$ cat config.mk
export PLATFORM = sky130hd
export DESIGN_NAME = bmcfg_top
export DESIGN_NICKNAME = d
export VERILOG_FILES = /design/src/hw/bmcfg_pkg.sv /design/src/hw/bmcfg_err_gate.sv /design/src/hw/bmcfg_top.sv
export SDC_FILE = /design/constraint.sdc
export NUM_CORES = 1
export LEC_CHECK = 0
export ABC_AREA = 1
export CORE_MARGIN = 4
export CORE_UTILIZATION = 64
export DETAILED_ROUTE_END_ITERATION = 6
export DONT_BUFFER_PORTS = 1
export PLACE_DENSITY = 0.86
export SLEW_MARGIN = 20
export SYNTH_ARGS = -nofsm -noshare
export SYNTH_HDL_FRONTEND = slang
export SYNTH_SLANG_ARGS = --single-unit
export TNS_END_PERCENT = 10
$ cat constraint.sdc
create_clock -name ref_clk_i -period 2.2 [get_ports ref_clk_i]
set_input_delay 0.11 -clock ref_clk_i [delete_from_list [all_inputs] [get_ports ref_clk_i]]
set_output_delay 0.11 -clock ref_clk_i [all_outputs]
set_load 0.005 [all_outputs]
$ cat src/hw/bmcfg_pkg.sv
// Package with the register map, field layout and reset values of the bus matrix config bank.
package bmcfg_pkg;

  // Register byte offsets within the bank.
  localparam logic [7:0] BMCFG_CONFIG_OFS      = 8'h00;
  localparam logic [7:0] BMCFG_KERN_PROG_OFS   = 8'h10;
  localparam logic [7:0] BMCFG_USER_DATA_OFS   = 8'h20;
  localparam logic [7:0] BMCFG_RAM_SIZE_OFS    = 8'h40;

  // Alias offsets added to a register's own offset.
  localparam logic [3:0] BMCFG_ALIAS_WRITE     = 4'h0;
  localparam logic [3:0] BMCFG_ALIAS_CLEAR     = 4'h4;
  localparam logic [3:0] BMCFG_ALIAS_SET       = 4'h8;
  localparam logic [3:0] BMCFG_ALIAS_INVERT    = 4'hc;

  // Configuration register field positions.
  localparam int         BMCFG_ERR_LSB         = 16;
  localparam int         BMCFG_ERR_CPU_INSTR   = 0;
  localparam int         BMCFG_ERR_CPU_DATA    = 1;
  localparam int         BMCFG_ERR_DMA         = 2;
  localparam int         BMCFG_ERR_DEBUG       = 3;
  localparam int         BMCFG_ERR_SHARED_BUS  = 4;
  localparam int         BMCFG_INITIATORS      = 5;
  localparam int         BMCFG_WAIT_STATE_BIT  = 6;
  localparam int         BMCFG_ARB_LSB         = 0;

  // Writable masks and reset values.
  localparam logic [31:0] BMCFG_CONFIG_MASK    = 32'h001f_0047;
  localparam logic [31:0] BMCFG_CONFIG_RESET   = 32'h001f_0041;
  localparam logic [31:0] BMCFG_BASE_MASK      = 32'h0000_fc00;
  localparam logic [31:0] BMCFG_BASE_RESET     = 32'h0000_0000;

  // Default data RAM size in bytes.
  localparam logic [31:0] BMCFG_RAM_SIZE_DEF   = 32'h0001_0000;

  // Arbitration mode encodings.
  localparam logic [2:0]  BMCFG_ARB_MODE0      = 3'h0;
  localparam logic [2:0]  BMCFG_ARB_MODE1      = 3'h1;
  localparam logic [2:0]  BMCFG_ARB_MODE2      = 3'h2;

  // Data RAM partition a CPU access falls into.
  typedef enum logic [1:0] {
    BMCFG_PART_KERNEL_DATA,
    BMCFG_PART_KERNEL_PROG,
    BMCFG_PART_USER_DATA
  } bmcfg_part_type;

endpackage

$ cat src/hw/bmcfg_err_gate.sv
// Per-initiator gate that turns unmapped accesses into bus error answers.
`timescale 1ns/1ns
module bmcfg_err_gate #(
  parameter int N = 5
) (
  // Clock and reset.
  input  wire logic         ref_clk_i,
  input  wire logic         rst_i,
  // Enables and debug exemption.
  input  wire logic [N-1:0] enable_i,
  input  wire logic [N-1:0] exempt_i,
  // Unmapped access strobes and error answers.
  input  wire logic [N-1:0] unmapped_i,
  output logic      [N-1:0] bus_error_o
);

  logic [N-1:0] next_bus_error;

  genvar g;
  generate
    for (g = 0; g < N; g++) begin : gen_gate
      // An exempt initiator never sees the error, whatever its enable says.
      assign next_bus_error[g] = unmapped_i[g] & enable_i[g] & ~exempt_i[g];
    end
  endgenerate

  // One register for all initiators, so the output has a single driving process.
  always_ff @(posedge ref_clk_i or posedge rst_i) begin
    if (rst_i) begin
      bus_error_o <= {N{1'b0}};
    end else begin
      bus_error_o <= next_bus_error;
    end
  end

endmodule // bmcfg_err_gate

$ cat src/hw/bmcfg_top.sv
// Bus matrix configuration bank with its Avalon-MM slave, error gating and data RAM wait state.
//
// Design decisions made here: register access over Avalon-MM and the address map.
`timescale 1ns/1ns
module bmcfg_top
  import bmcfg_pkg::*;
#(
  parameter logic [31:0] RAM_SIZE = BMCFG_RAM_SIZE_DEF
) (
  // Clock and reset.
  input  wire logic        ref_clk_i,
  input  wire logic        rst_i,
  // Avalon-MM slave.
  input  wire logic [7:0]  avs_address_i,
  input  wire logic        avs_read_i,
  input  wire logic        avs_write_i,
  input  wire logic [31:0] avs_writedata_i,
  input  wire logic [3:0]  avs_byteenable_i,
  output logic      [31:0] avs_readdata_o,
  output logic             avs_waitrequest_o,
  // Unmapped access strobes per initiator, with debug mode state.
  input  wire logic [4:0]  unmapped_access_i,
  input  wire logic        debug_mode_i,
  output logic      [4:0]  bus_error_o,
  // CPU data RAM access.
  input  wire logic        cpu_ram_req_i,
  input  wire logic [15:0] cpu_ram_addr_i,
  output logic             cpu_ram_ready_o,
  output bmcfg_part_type   cpu_ram_part_o,
  // Configuration seen by the bus matrix.
  output logic [2:0]       arbitration_mode_select_o,
  output logic             ram_wait_state_select_o,
  output logic [15:0]      ram_kernel_program_base_o,
  output logic [15:0]      ram_user_data_base_o
);

  // Stored registers; only their writable bits ever change.
  logic [31:0] bus_matrix_config;
  logic [31:0] ram_kernel_program_base;
  logic [31:0] ram_user_data_base;

  // Bus handshake state.
  logic        ack;
  logic        access;
  logic [7:0]  reg_base;
  logic [3:0]  alias_sel;
  logic [31:0] be_mask;
  logic [31:0] next_read;

  // The slave answers one cycle after a request arrives; the ack flop keeps a
  // held request from being taken twice.
  assign access    = (avs_read_i | avs_write_i) & ~ack;
  assign reg_base  = {avs_address_i[7:4], 4'h0};
  assign alias_sel = avs_address_i[3:0];

  always_comb begin
    for (int b = 0; b < 4; b++) begin
      be_mask[b*8 +: 8] = {8{avs_byteenable_i[b]}};
    end
  end

  // Computes the new register value for a write through any alias.
  function automatic logic [31:0] apply_write(
    input logic [31:0] old_val,
    input logic [31:0] wdata,
    input logic [31:0] lanes,
    input logic [31:0] wmask,
    input logic [3:0]  sel
  );
    logic [31:0] res;
    logic [31:0] m;
    res = old_val;
    m   = lanes & wmask;
    case (sel)
      BMCFG_ALIAS_WRITE:  res = (old_val & ~m) | (wdata & m);
      BMCFG_ALIAS_CLEAR:  res = old_val & ~(wdata & m);
      BMCFG_ALIAS_SET:    res = old_val | (wdata & m);
      BMCFG_ALIAS_INVERT: res = old_val ^ (wdata & m);
      default:            res = old_val;
    endcase
    return res;
  endfunction

  always_ff @(posedge ref_clk_i or posedge rst_i) begin
    if (rst_i) begin
      ack <= 1'b0;
    end else begin
      ack <= access;
    end
  end

  always_ff @(posedge ref_clk_i or posedge rst_i) begin
    if (rst_i) begin
      avs_waitrequest_o <= 1'b1;
    end else begin
      avs_waitrequest_o <= ~access;
    end
  end

  // Read mux; unimplemented bits are masked to zero, and alias addresses read as zero.
  always_comb begin
    next_read = 32'h0000_0000;
    if (alias_sel == BMCFG_ALIAS_WRITE) begin
      case (reg_base)
        BMCFG_CONFIG_OFS:    next_read = bus_matrix_config & BMCFG_CONFIG_MASK;
        BMCFG_KERN_PROG_OFS: next_read = ram_kernel_program_base & BMCFG_BASE_MASK;
        BMCFG_USER_DATA_OFS: next_read = ram_user_data_base & BMCFG_BASE_MASK;
        BMCFG_RAM_SIZE_OFS:  next_read = RAM_SIZE;
        default:             next_read = 32'h0000_0000;
      endcase
    end
  end

  always_ff @(posedge ref_clk_i or posedge rst_i) begin
    if (rst_i) begin
      avs_readdata_o <= 32'h0000_0000;
    end else if (access && avs_read_i) begin
      avs_readdata_o <= next_read;
    end
  end

  // Writes land at the edge where waitrequest is low, using the held request.
  always_ff @(posedge ref_clk_i or posedge rst_i) begin
    if (rst_i) begin
      bus_matrix_config <= BMCFG_CONFIG_RESET;
    end else if (ack && avs_write_i && reg_base == BMCFG_CONFIG_OFS) begin
      bus_matrix_config <= apply_write(bus_matrix_config, avs_writedata_i, be_mask,
                                       BMCFG_CONFIG_MASK, alias_sel);
    end
  end

  always_ff @(posedge ref_clk_i or posedge rst_i) begin
    if (rst_i) begin
      ram_kernel_program_base <= BMCFG_BASE_RESET;
    end else if (ack && avs_write_i && reg_base == BMCFG_KERN_PROG_OFS) begin
      ram_kernel_program_base <= apply_write(ram_kernel_program_base, avs_writedata_i,
                                             be_mask, BMCFG_BASE_MASK, alias_sel);
    end
  end

  always_ff @(posedge ref_clk_i or posedge rst_i) begin
    if (rst_i) begin
      ram_user_data_base <= BMCFG_BASE_RESET;
    end else if (ack && avs_write_i && reg_base == BMCFG_USER_DATA_OFS) begin
      ram_user_data_base <= apply_write(ram_user_data_base, avs_writedata_i,
                                        be_mask, BMCFG_BASE_MASK, alias_sel);
    end
  end

  // Configuration outputs, one flop stage behind the registers.
  always_ff @(posedge ref_clk_i or posedge rst_i) begin
    if (rst_i) begin
      arbitration_mode_select_o <= BMCFG_ARB_MODE1;
      ram_wait_state_select_o   <= BMCFG_CONFIG_RESET[BMCFG_WAIT_STATE_BIT];
      ram_kernel_program_base_o <= BMCFG_BASE_RESET[15:0];
      ram_user_data_base_o      <= BMCFG_BASE_RESET[15:0];
    end else begin
      // Reserved encodings are passed on unchanged; software must not use them.
      arbitration_mode_select_o <= bus_matrix_config[BMCFG_ARB_LSB +: 3];
      ram_wait_state_select_o   <= bus_matrix_config[BMCFG_WAIT_STATE_BIT];
      ram_kernel_program_base_o <= ram_kernel_program_base[15:0];
      ram_user_data_base_o      <= ram_user_data_base[15:0];
    end
  end

  // Error gating; the CPU initiators are exempt while the core is in debug mode.
  logic [4:0] err_enable;
  logic [4:0] err_exempt;

  assign err_enable = bus_matrix_config[BMCFG_ERR_LSB +: BMCFG_INITIATORS];
  always_comb begin
    err_exempt                      = 5'h00;
    err_exempt[BMCFG_ERR_CPU_INSTR] = debug_mode_i;
    err_exempt[BMCFG_ERR_CPU_DATA]  = debug_mode_i;
  end

  bmcfg_err_gate #(
    .N (BMCFG_INITIATORS)
  ) u_err_gate (
    .ref_clk_i   (ref_clk_i),
    .rst_i       (rst_i),
    .enable_i    (err_enable),
    .exempt_i    (err_exempt),
    .unmapped_i  (unmapped_access_i),
    .bus_error_o (bus_error_o)
  );

  // Data RAM access sequencing; the setup state is the optional wait state.
  typedef enum logic [1:0] {
    BMCFG_RAM_IDLE,
    BMCFG_RAM_SETUP,
    BMCFG_RAM_DONE
  } bmcfg_ram_state_type;

  bmcfg_ram_state_type ram_state;
  bmcfg_ram_state_type next_ram_state;

  always_comb begin
    next_ram_state = ram_state;
    case (ram_state)
      BMCFG_RAM_IDLE: begin
        if (cpu_ram_req_i) begin
          next_ram_state = bus_matrix_config[BMCFG_WAIT_STATE_BIT] ?
                           BMCFG_RAM_SETUP : BMCFG_RAM_DONE;
        end
      end
      BMCFG_RAM_SETUP: next_ram_state = BMCFG_RAM_DONE;
      BMCFG_RAM_DONE:  next_ram_state = BMCFG_RAM_IDLE;
      default:         next_ram_state = BMCFG_RAM_IDLE;
    endcase
  end

  always_ff @(posedge ref_clk_i or posedge rst_i) begin
    if (rst_i) begin
      ram_state <= BMCFG_RAM_IDLE;
    end else begin
      ram_state <= next_ram_state;
    end
  end

  always_ff @(posedge ref_clk_i or posedge rst_i) begin
    if (rst_i) begin
      cpu_ram_ready_o <= 1'b0;
    end else begin
      cpu_ram_ready_o <= (next_ram_state == BMCFG_RAM_DONE);
    end
  end

  // Partition lookup; a zero base means that partition is absent, so an
  // untouched bank maps all of data RAM to kernel data.
  logic [15:0]    kp_base;
  logic [15:0]    ud_base;
  bmcfg_part_type next_part;

  assign kp_base = ram_kernel_program_base[15:0] & BMCFG_BASE_MASK[15:0];
  assign ud_base = ram_user_data_base[15:0] & BMCFG_BASE_MASK[15:0];

  always_comb begin
    next_part = BMCFG_PART_KERNEL_DATA;
    if (ud_base != 16'h0000 && cpu_ram_addr_i >= ud_base) begin
      next_part = BMCFG_PART_USER_DATA;
    end else if (kp_base != 16'h0000 && cpu_ram_addr_i >= kp_base) begin
      next_part = BMCFG_PART_KERNEL_PROG;
    end
  end

  always_ff @(posedge ref_clk_i or posedge rst_i) begin
    if (rst_i) begin
      cpu_ram_part_o <= BMCFG_PART_KERNEL_DATA;
    end else if (cpu_ram_req_i && ram_state == BMCFG_RAM_IDLE) begin
      cpu_ram_part_o <= next_part;
    end
  end

endmodule // bmcfg_top

Word level (Yosys, flattened, before mapping)
Index checks and enable logic that the tools add are counted.

Flip-flop bits (word level): 176. Latch bits: 0. Memory bits (writable): 0. Memory bits (read-only): 0. Bits of input ports: 71. Output and inout port bits: 77. Logic and storage cells: 84. Memories kept: 0.

Add/sub/neg operators: 0. Multipliers: 0. Divide/modulo/power cells: 0. Magnitude comparators: 2. Eq/ne operators: 8. Shift-type cells: 0. Muxes and demuxes: 10. Bitwise gates (word level): 33. Reductions and logical operators: 17.

Operator list (number): 32-bit case mux with 4 select lines (3); 32-bit AND (6); 32-bit OR (6); 32-bit XOR (3); 21-bit case mux with 4 select lines (1); 32-bit inverter (2); 32-bit by 16-bit AND with 32-bit output (1); 32-bit by 21-bit AND with 32-bit output (1); 16-bit >= comparator (2); 16-bit inverter with 32-bit output (1); 21-bit inverter with 32-bit output (1); 16-bit nonzero test (2); 21-bit two-way mux (1); 1-bit AND (8); 4-bit by 3-bit equality test with 1-bit output, second input constant (2); 4-bit equality test, second input constant (2); 1-bit logical AND (8); 8-bit logical NOT (1); 2-bit two-way mux (3); 2-bit AND reduction (3); 4-bit by 1-bit equality test with 1-bit output, second input constant (1); 4-bit by 2-bit equality test with 1-bit output, second input constant (1); 4-bit logical NOT (1); 2-bit case mux with 2 select lines (1); 7 further kinds (9).

Logic depth before layout (Yosys ltp)
Word-level depth: 4. Gate-level depth with buffers: 11. Gate-level depth less buffers: 11.

Cells and area by module
Synthesis repeated with hierarchy kept, for this count alone.

Cells, all modules: 533. Area total of the unflattened synthesis: 4001.3 um2.

Modules (own cells, without submodules): bmcfg_top (instances 1, cells an instance 517, area an instance 3822.4 um2, seq. area each 1488.9 um2); bmcfg_err_gate (instances 1, cells an instance 16, area an instance 178.9 um2, seq. area each 125.1 um2).

Worst setup path before layout
OpenSTA, ideal clock, no wires.

Path kind: register to register. Start: register ram_user_data_base[15]. End: register cpu_ram_part_o[0]. Library setup time: 116 ps. Arrival time: 1229 ps. Required time: 2084 ps. Slack: 855 ps. Stages on the path, launching flop included: 12. Path buffers: 0. Clock period less this slack: 1345 ps. Path through: dfrtp_1 > inv_1 > ha_1 > nand2_1 > nor2_1 > nand2_1 > inv_1 > nor2_1 > nand2_1 > nand2_1 > nand2_1 > nand2_1.

Word-level cells in the longest chain between the ends: 3. Elaborated cells on any way between the ends: 4. Classes of those cells: order compare: 1; mux: 1; reduce/logical: 2.

Ends and longest elaborated chain: start, declared (RTL line bmcfg_top.sv:40) `logic [31:0] ram_user_data_base;`; start signal, assigned (RTL line bmcfg_top.sv:145) `ram_user_data_base <= apply_write(ram_user_data_base, avs_writedata_i,`; 16-bit >= comparator or 16-bit nonzero test (tied branches) (RTL line bmcfg_top.sv:240) `if (ud_base != 16'h0000 && cpu_ram_addr_i >= ud_base) begin`; 1-bit logical AND (*) (RTL line bmcfg_top.sv:240); 2-bit two-way mux (*) (RTL line bmcfg_top.sv:240); end signal, assigned (RTL line bmcfg_top.sv:251) `cpu_ram_part_o <= next_part;`; end, declared (RTL line bmcfg_top.sv:29) `output bmcfg_part_type cpu_ram_part_o,`.

Every way passes the cells marked *; elsewhere a longest branch is shown, timed or not. A chain may end at the register's enable or synchronous reset.

Worst setup path after layout
Start: input avs_read_i. End: register avs_readdata_o[20].

Word-level cells in the longest chain between the ends: 3.

Ends and longest elaborated chain: start, declared (RTL line bmcfg_top.sv:15) `input wire logic avs_read_i,`; 1-bit OR (RTL line bmcfg_top.sv:52) `assign access = (avs_read_i | avs_write_i) & ~ack;`; 1-bit AND (RTL line bmcfg_top.sv:52); named net access (RTL line bmcfg_top.sv:44) `logic access;`; 1-bit logical AND (RTL line bmcfg_top.sv:117) `end else if (access && avs_read_i) begin`; end signal, assigned (RTL line bmcfg_top.sv:118) `avs_readdata_o <= next_read;`; end, declared (RTL line bmcfg_top.sv:19) `output logic [31:0] avs_readdata_o,`.

The timed path passes the listed nets, and every way through them passes these cells.

==> impl_summary.txt <==
----------------------------------------------------
[Power and ir drop]
  P_leak ... roughly 2.3 nW
  Clock network fraction of total power ... between 30% and 40%
  Maximum ir drop on the vdd rail ... between 0.6 and 0.7 mV
  Design Power ... about 3.1 mW
  Power per Cell Area ... 727 nW/µm²
  P_sw ... a little under 1 mW
  Internal Pwr Total ... between 2 and 2.5 mW
  Share of total power in sequential cells ... 46.1%
  Share of total power in combinational logic ... roughly 17%
  Sw Share ... about 31%

[Die]
  Cell Rows ... 28
  Ports placed on the boundary ... approximately 150
  Height of the die ... approximately 87 µm
  Initial cell density of the core ... around two thirds
  DIE AREA ... about 7600 µm²
  Die outline width ... 87.3 µm
  Floorplan Core Area ... 6030 µm²

[Worst setup path]
  Number of buffers and inverters on the critical path ... 3
  Crit Path Class ... input pin to register
  Crit path cell chain ... dlygate4sd3_1 > nor2_1 > dlygate4sd3_1 > nor2_1 > inv_2 > nor2_4 > nand3b_1 > o21ai_0
  Critical Path Max Stage Delay ... 0.55 ns
  Setup crit start kind ... input pin
  Number of gates on the worst path with buffers counted ... 8
  R2r endpoint ... cpu_ram_part_o[0]$_DFFE_PP0P_
  Register-to-register path setup slack ... 0.60 ns
  Reg2reg start ... ram_user_data_base[15]$_DFFE_PP0P_
  Required time at the endpoint of the critical path ... roughly 2.5 ns
  Crit Path Max Fanout ... 17
  Family of cells with the greatest summed delay on the critical path ... buffers and inverters
  CP Capture Type ... register
  Max stage delay cell, worst path ... sky130_fd_sc_hd__dlygate4sd3_1
  Count of cells along the worst register-to-register path ... 11
  Data arrival time of the critical path ... about 2.3 ns

[Layout]
  Leading cell type in the layout, fill and taps excluded ... sky130_fd_sc_hd__nand2_1
  Net count, final ... 651
  Final cell count without fillers ... approximately 630
  Share of final-layout standard cells stronger than drive strength 1 ... under 10%
  Top library cells by usage in the layout, fill and taps aside ... sky130_fd_sc_hd__nand2_1, sky130_fd_sc_hd__nor2_1, sky130_fd_sc_hd__dfrtp_1
  Diodes inserted ... 0
  Total of fill cells in the finished design ... roughly 440
  Growth of design area from synthesis to finish ... 6.91%

[GRT]
  First-pass GRT wire length ... 15,600 µm
  Total overflow reported by the global router ... 0
  All-Layer GR Usage ... between 20% and 30%
  Number of global-route vias before repair ... approximately 3,300
  Largest net degree at the start of global routing ... 33
  Number of antenna violations at the first check in global routing ... 0

[STA]
  Hold Fails Final Rpt ... 0
  RSZ-0062 raised after global routing ... false
  Remaining max-slew budget at the tightest pin ... 54.6%
  Highest attainable clock frequency ... approximately 0.50 GHz
  Final Slew Violations ... 0
  Setup violation total in the final timing report ... 0
  Min Tclk post-route ... 1.99 ns
  Fin Setup TNS ... 0 ns
  Share of the cycle needed by the critical path after routing ... about nine tenths
  Transition time at the pin with the least slew margin ... between 0.6 and 0.7 ns
  Final clock skew ... 0.00799 ns
  Worst-case setup margin in the final layout ... around 0.21 ns

[Drt]
  # DRC ... 0
  Iter 0 DRT Violations ... 296
  Detailed Route WL ... roughly 9600 µm
  Overall via count from detail_route ... roughly 3,400
  Post-route antenna net violation count ... 0
  Wire per inst ... around 15 µm
  Drt first pass iters ... 5
  Via-per-instance ratio ... 5.48

[Synth]
  Number of instances in the synthesized netlist ... about 530
  Main flop type after synthesis ... sky130_fd_sc_hd__dfrtp_1
  Synth warn ... 0
  Number of flip-flops and latches in the synthesized netlist ... 64
  Number of enable-type register cells in the synthesized netlist ... 0
  Synth cell types ... 24
  Seq/Total Area, Yosys ... between 40% and 50%
  Synthesized area ... around 4000 µm²
  Avg Synthesized Cell Area ... about 7.6 µm²
  FFs w/ async S/R, synth ... 100%

[Clock tree]
  TritonCTS clock tree ... done
  TritonCTS Buffers ... 9
  Clock latency at the later pin of the worst-skew pair ... roughly 0.35 ns
  Buffer levels on the longest clock path ... 2
  Post-CTS setup-driven buffer insertion count ... 0
  CTS clk-pin slew, worst paths ... approximately 0.08 ns
  Root cell of the clock tree ... sky130_fd_sc_hd__clkbuf_8
  CTS H-tree lvls ... 3
  CTS Sinks ... between 60 and 70

[Worst hold path]
  Start point of the worst min-delay path ... avs_address_i[6]
  Type of the worst min-delay path ... input pin to register
  Hold Path Stages ... 4
  Hold-critical path endpoint ... avs_readdata_o[16]$_DFFE_PP0P_

[Place]
  Weighted congestion reported at the end of routability-driven placement ... 0.847
  Pre-CTS setup slack ... roughly 0.60 ns
  Number of cells in the design after placement ... roughly 600
  Count of input and output buffers ... 0
  Final HPWL DP ... roughly 7000 µm

[Run]
  Max-capacitance violation count ... 0

[Status]
  Run status ... complete, no violations

----------------------------------------------------
-- cell families after synthesis --
| family | count (synthesis) | share of synthesized area, % |
|---|---|---|
| and+or+nand+nor | 268 | 27.8 |
| DFF | 64 | 40.1 |
| buffers and inverters | 102 | 13.6 |
| adders and majority gates | 33 | 10.3 |
| AOI/OAI and AO/OA | 63 | 8.09 |
| other | 1 | 0.0933 |
-- power by group through the flow --
stage | clock, mW | combinational, mW | sequential, mW
2_1_floorplan | 0 | 0.435 | 1.42
3_3_place_gp | 0 | 0.447 | 1.45
3_5_place_dp | 0 | 0.486 | 1.46
4_1_cts | 1.17 | 0.512 | 1.44
5_1_grt | 1.22 | 0.609 | 1.46
6_report | 1.17 | 0.515 | 1.44
-- layer usage --
metal  GRT usage [%]  share of wire (%)  vias up
met3            6.91                 10       20
met4            10.6                2.2        0
li1                -                  -     1648
met5               0                  0        -
met2            42.3                 48      165
met1            33.9                 40     1606
-- how the worst max path moves through the flow --
stage | to | startpoint
2_1_floorplan | ack$_DFF_PP0_ | rst_i
3_3_place_gp | avs_readdata_o[6]$_DFFE_PP0P_ | ack$_DFF_PP0_
3_5_place_dp | avs_readdata_o[20]$_DFFE_PP0P_ | ack$_DFF_PP0_
4_1_cts | avs_readdata_o[20]$_DFFE_PP0P_ | avs_read_i
5_1_grt | avs_readdata_o[0]$_DFFE_PP0P_ | avs_read_i
6_report | avs_readdata_o[20]$_DFFE_PP0P_ | avs_read_i
-- flip-flops by register name, indices dropped and copies added, names as in the netlist --
signal	count
bus_matrix_config	9
cpu_ram_ready_o	1
avs_readdata_o	15
ram_state	2
ram_wait_state_select_o	1
ram_user_data_base_o	6
u_err_gate.bus_error_o	5
ram_kernel_program_base	6
arbitration_mode_select_o	3
cpu_ram_part_o	2
ack	1
avs_waitrequest_o	1
ram_kernel_program_base_o	6
ram_user_data_base	6
-- stage by stage --
stage          utilization [%]  cell area [µm²]  hold slack (ns)
4_1_cts                   71.3             4300           0.0222
2_1_floorplan                -             4160            0.176
6_report                  71.3             4300           0.0307
5_1_grt                   71.3             4300           0.0766
3_5_place_dp              65.3             3930            0.130
3_3_place_gp              65.3             3930            0.125
-- Yosys cell counts (2+ instances only) --
library cell               count  area share, %
sky130_fd_sc_hd__ha_1         33             10
sky130_fd_sc_hd__nor2_2        6           0.93
sky130_fd_sc_hd__nand3_1      20            2.5
sky130_fd_sc_hd__o22ai_1       6           0.93
sky130_fd_sc_hd__buf_2         2           0.25
sky130_fd_sc_hd__nor2_1       59            5.5
sky130_fd_sc_hd__inv_1        52            4.9
sky130_fd_sc_hd__nand2_2       2           0.31
sky130_fd_sc_hd__a21oi_1      23            2.9
sky130_fd_sc_hd__nor2_4        3           0.84
sky130_fd_sc_hd__nor3_1       15            1.9
sky130_fd_sc_hd__dfrtp_1      54             34
sky130_fd_sc_hd__nand2_1     159             15
sky130_fd_sc_hd__dfstp_2      10            6.5
sky130_fd_sc_hd__o21ai_0      33            4.1
sky130_fd_sc_hd__clkbuf_1      4           0.37
sky130_fd_sc_hd__buf_4        43            8.0
-- repair_timing --
action / in CTS / in global routing
gates resized for setup: 0 / 1
endpoints found under the setup margin: 0 / 8
hold endpoints to repair: 48 / 0
hold buffers: 14 / 0
-- tightest hold or removal path, cell delays in order --
cell and delay [ns]:
sky130_fd_sc_hd__nand2_1 0.04, sky130_fd_sc_hd__o21ai_0 0.07, sky130_fd_sc_hd__nand3_1 0.08, sky130_fd_sc_hd__nand2_1 0.05
-- cell type report --
type / instances / area [µm²] / area share [%]
timing repair buffer: 18 / 170 / 3.96
tap: 75 / 93.8 / 2.18
sequential: 64 / 1610 / 37.5
inverter: 53 / 199 / 4.63
multi-input combinational: 401 / 2000 / 46.4
clock inverter: 7 / 103 / 2.39
clock buffer: 9 / 124 / 2.88
Note: power is estimated with default switching activity, not from simulation.
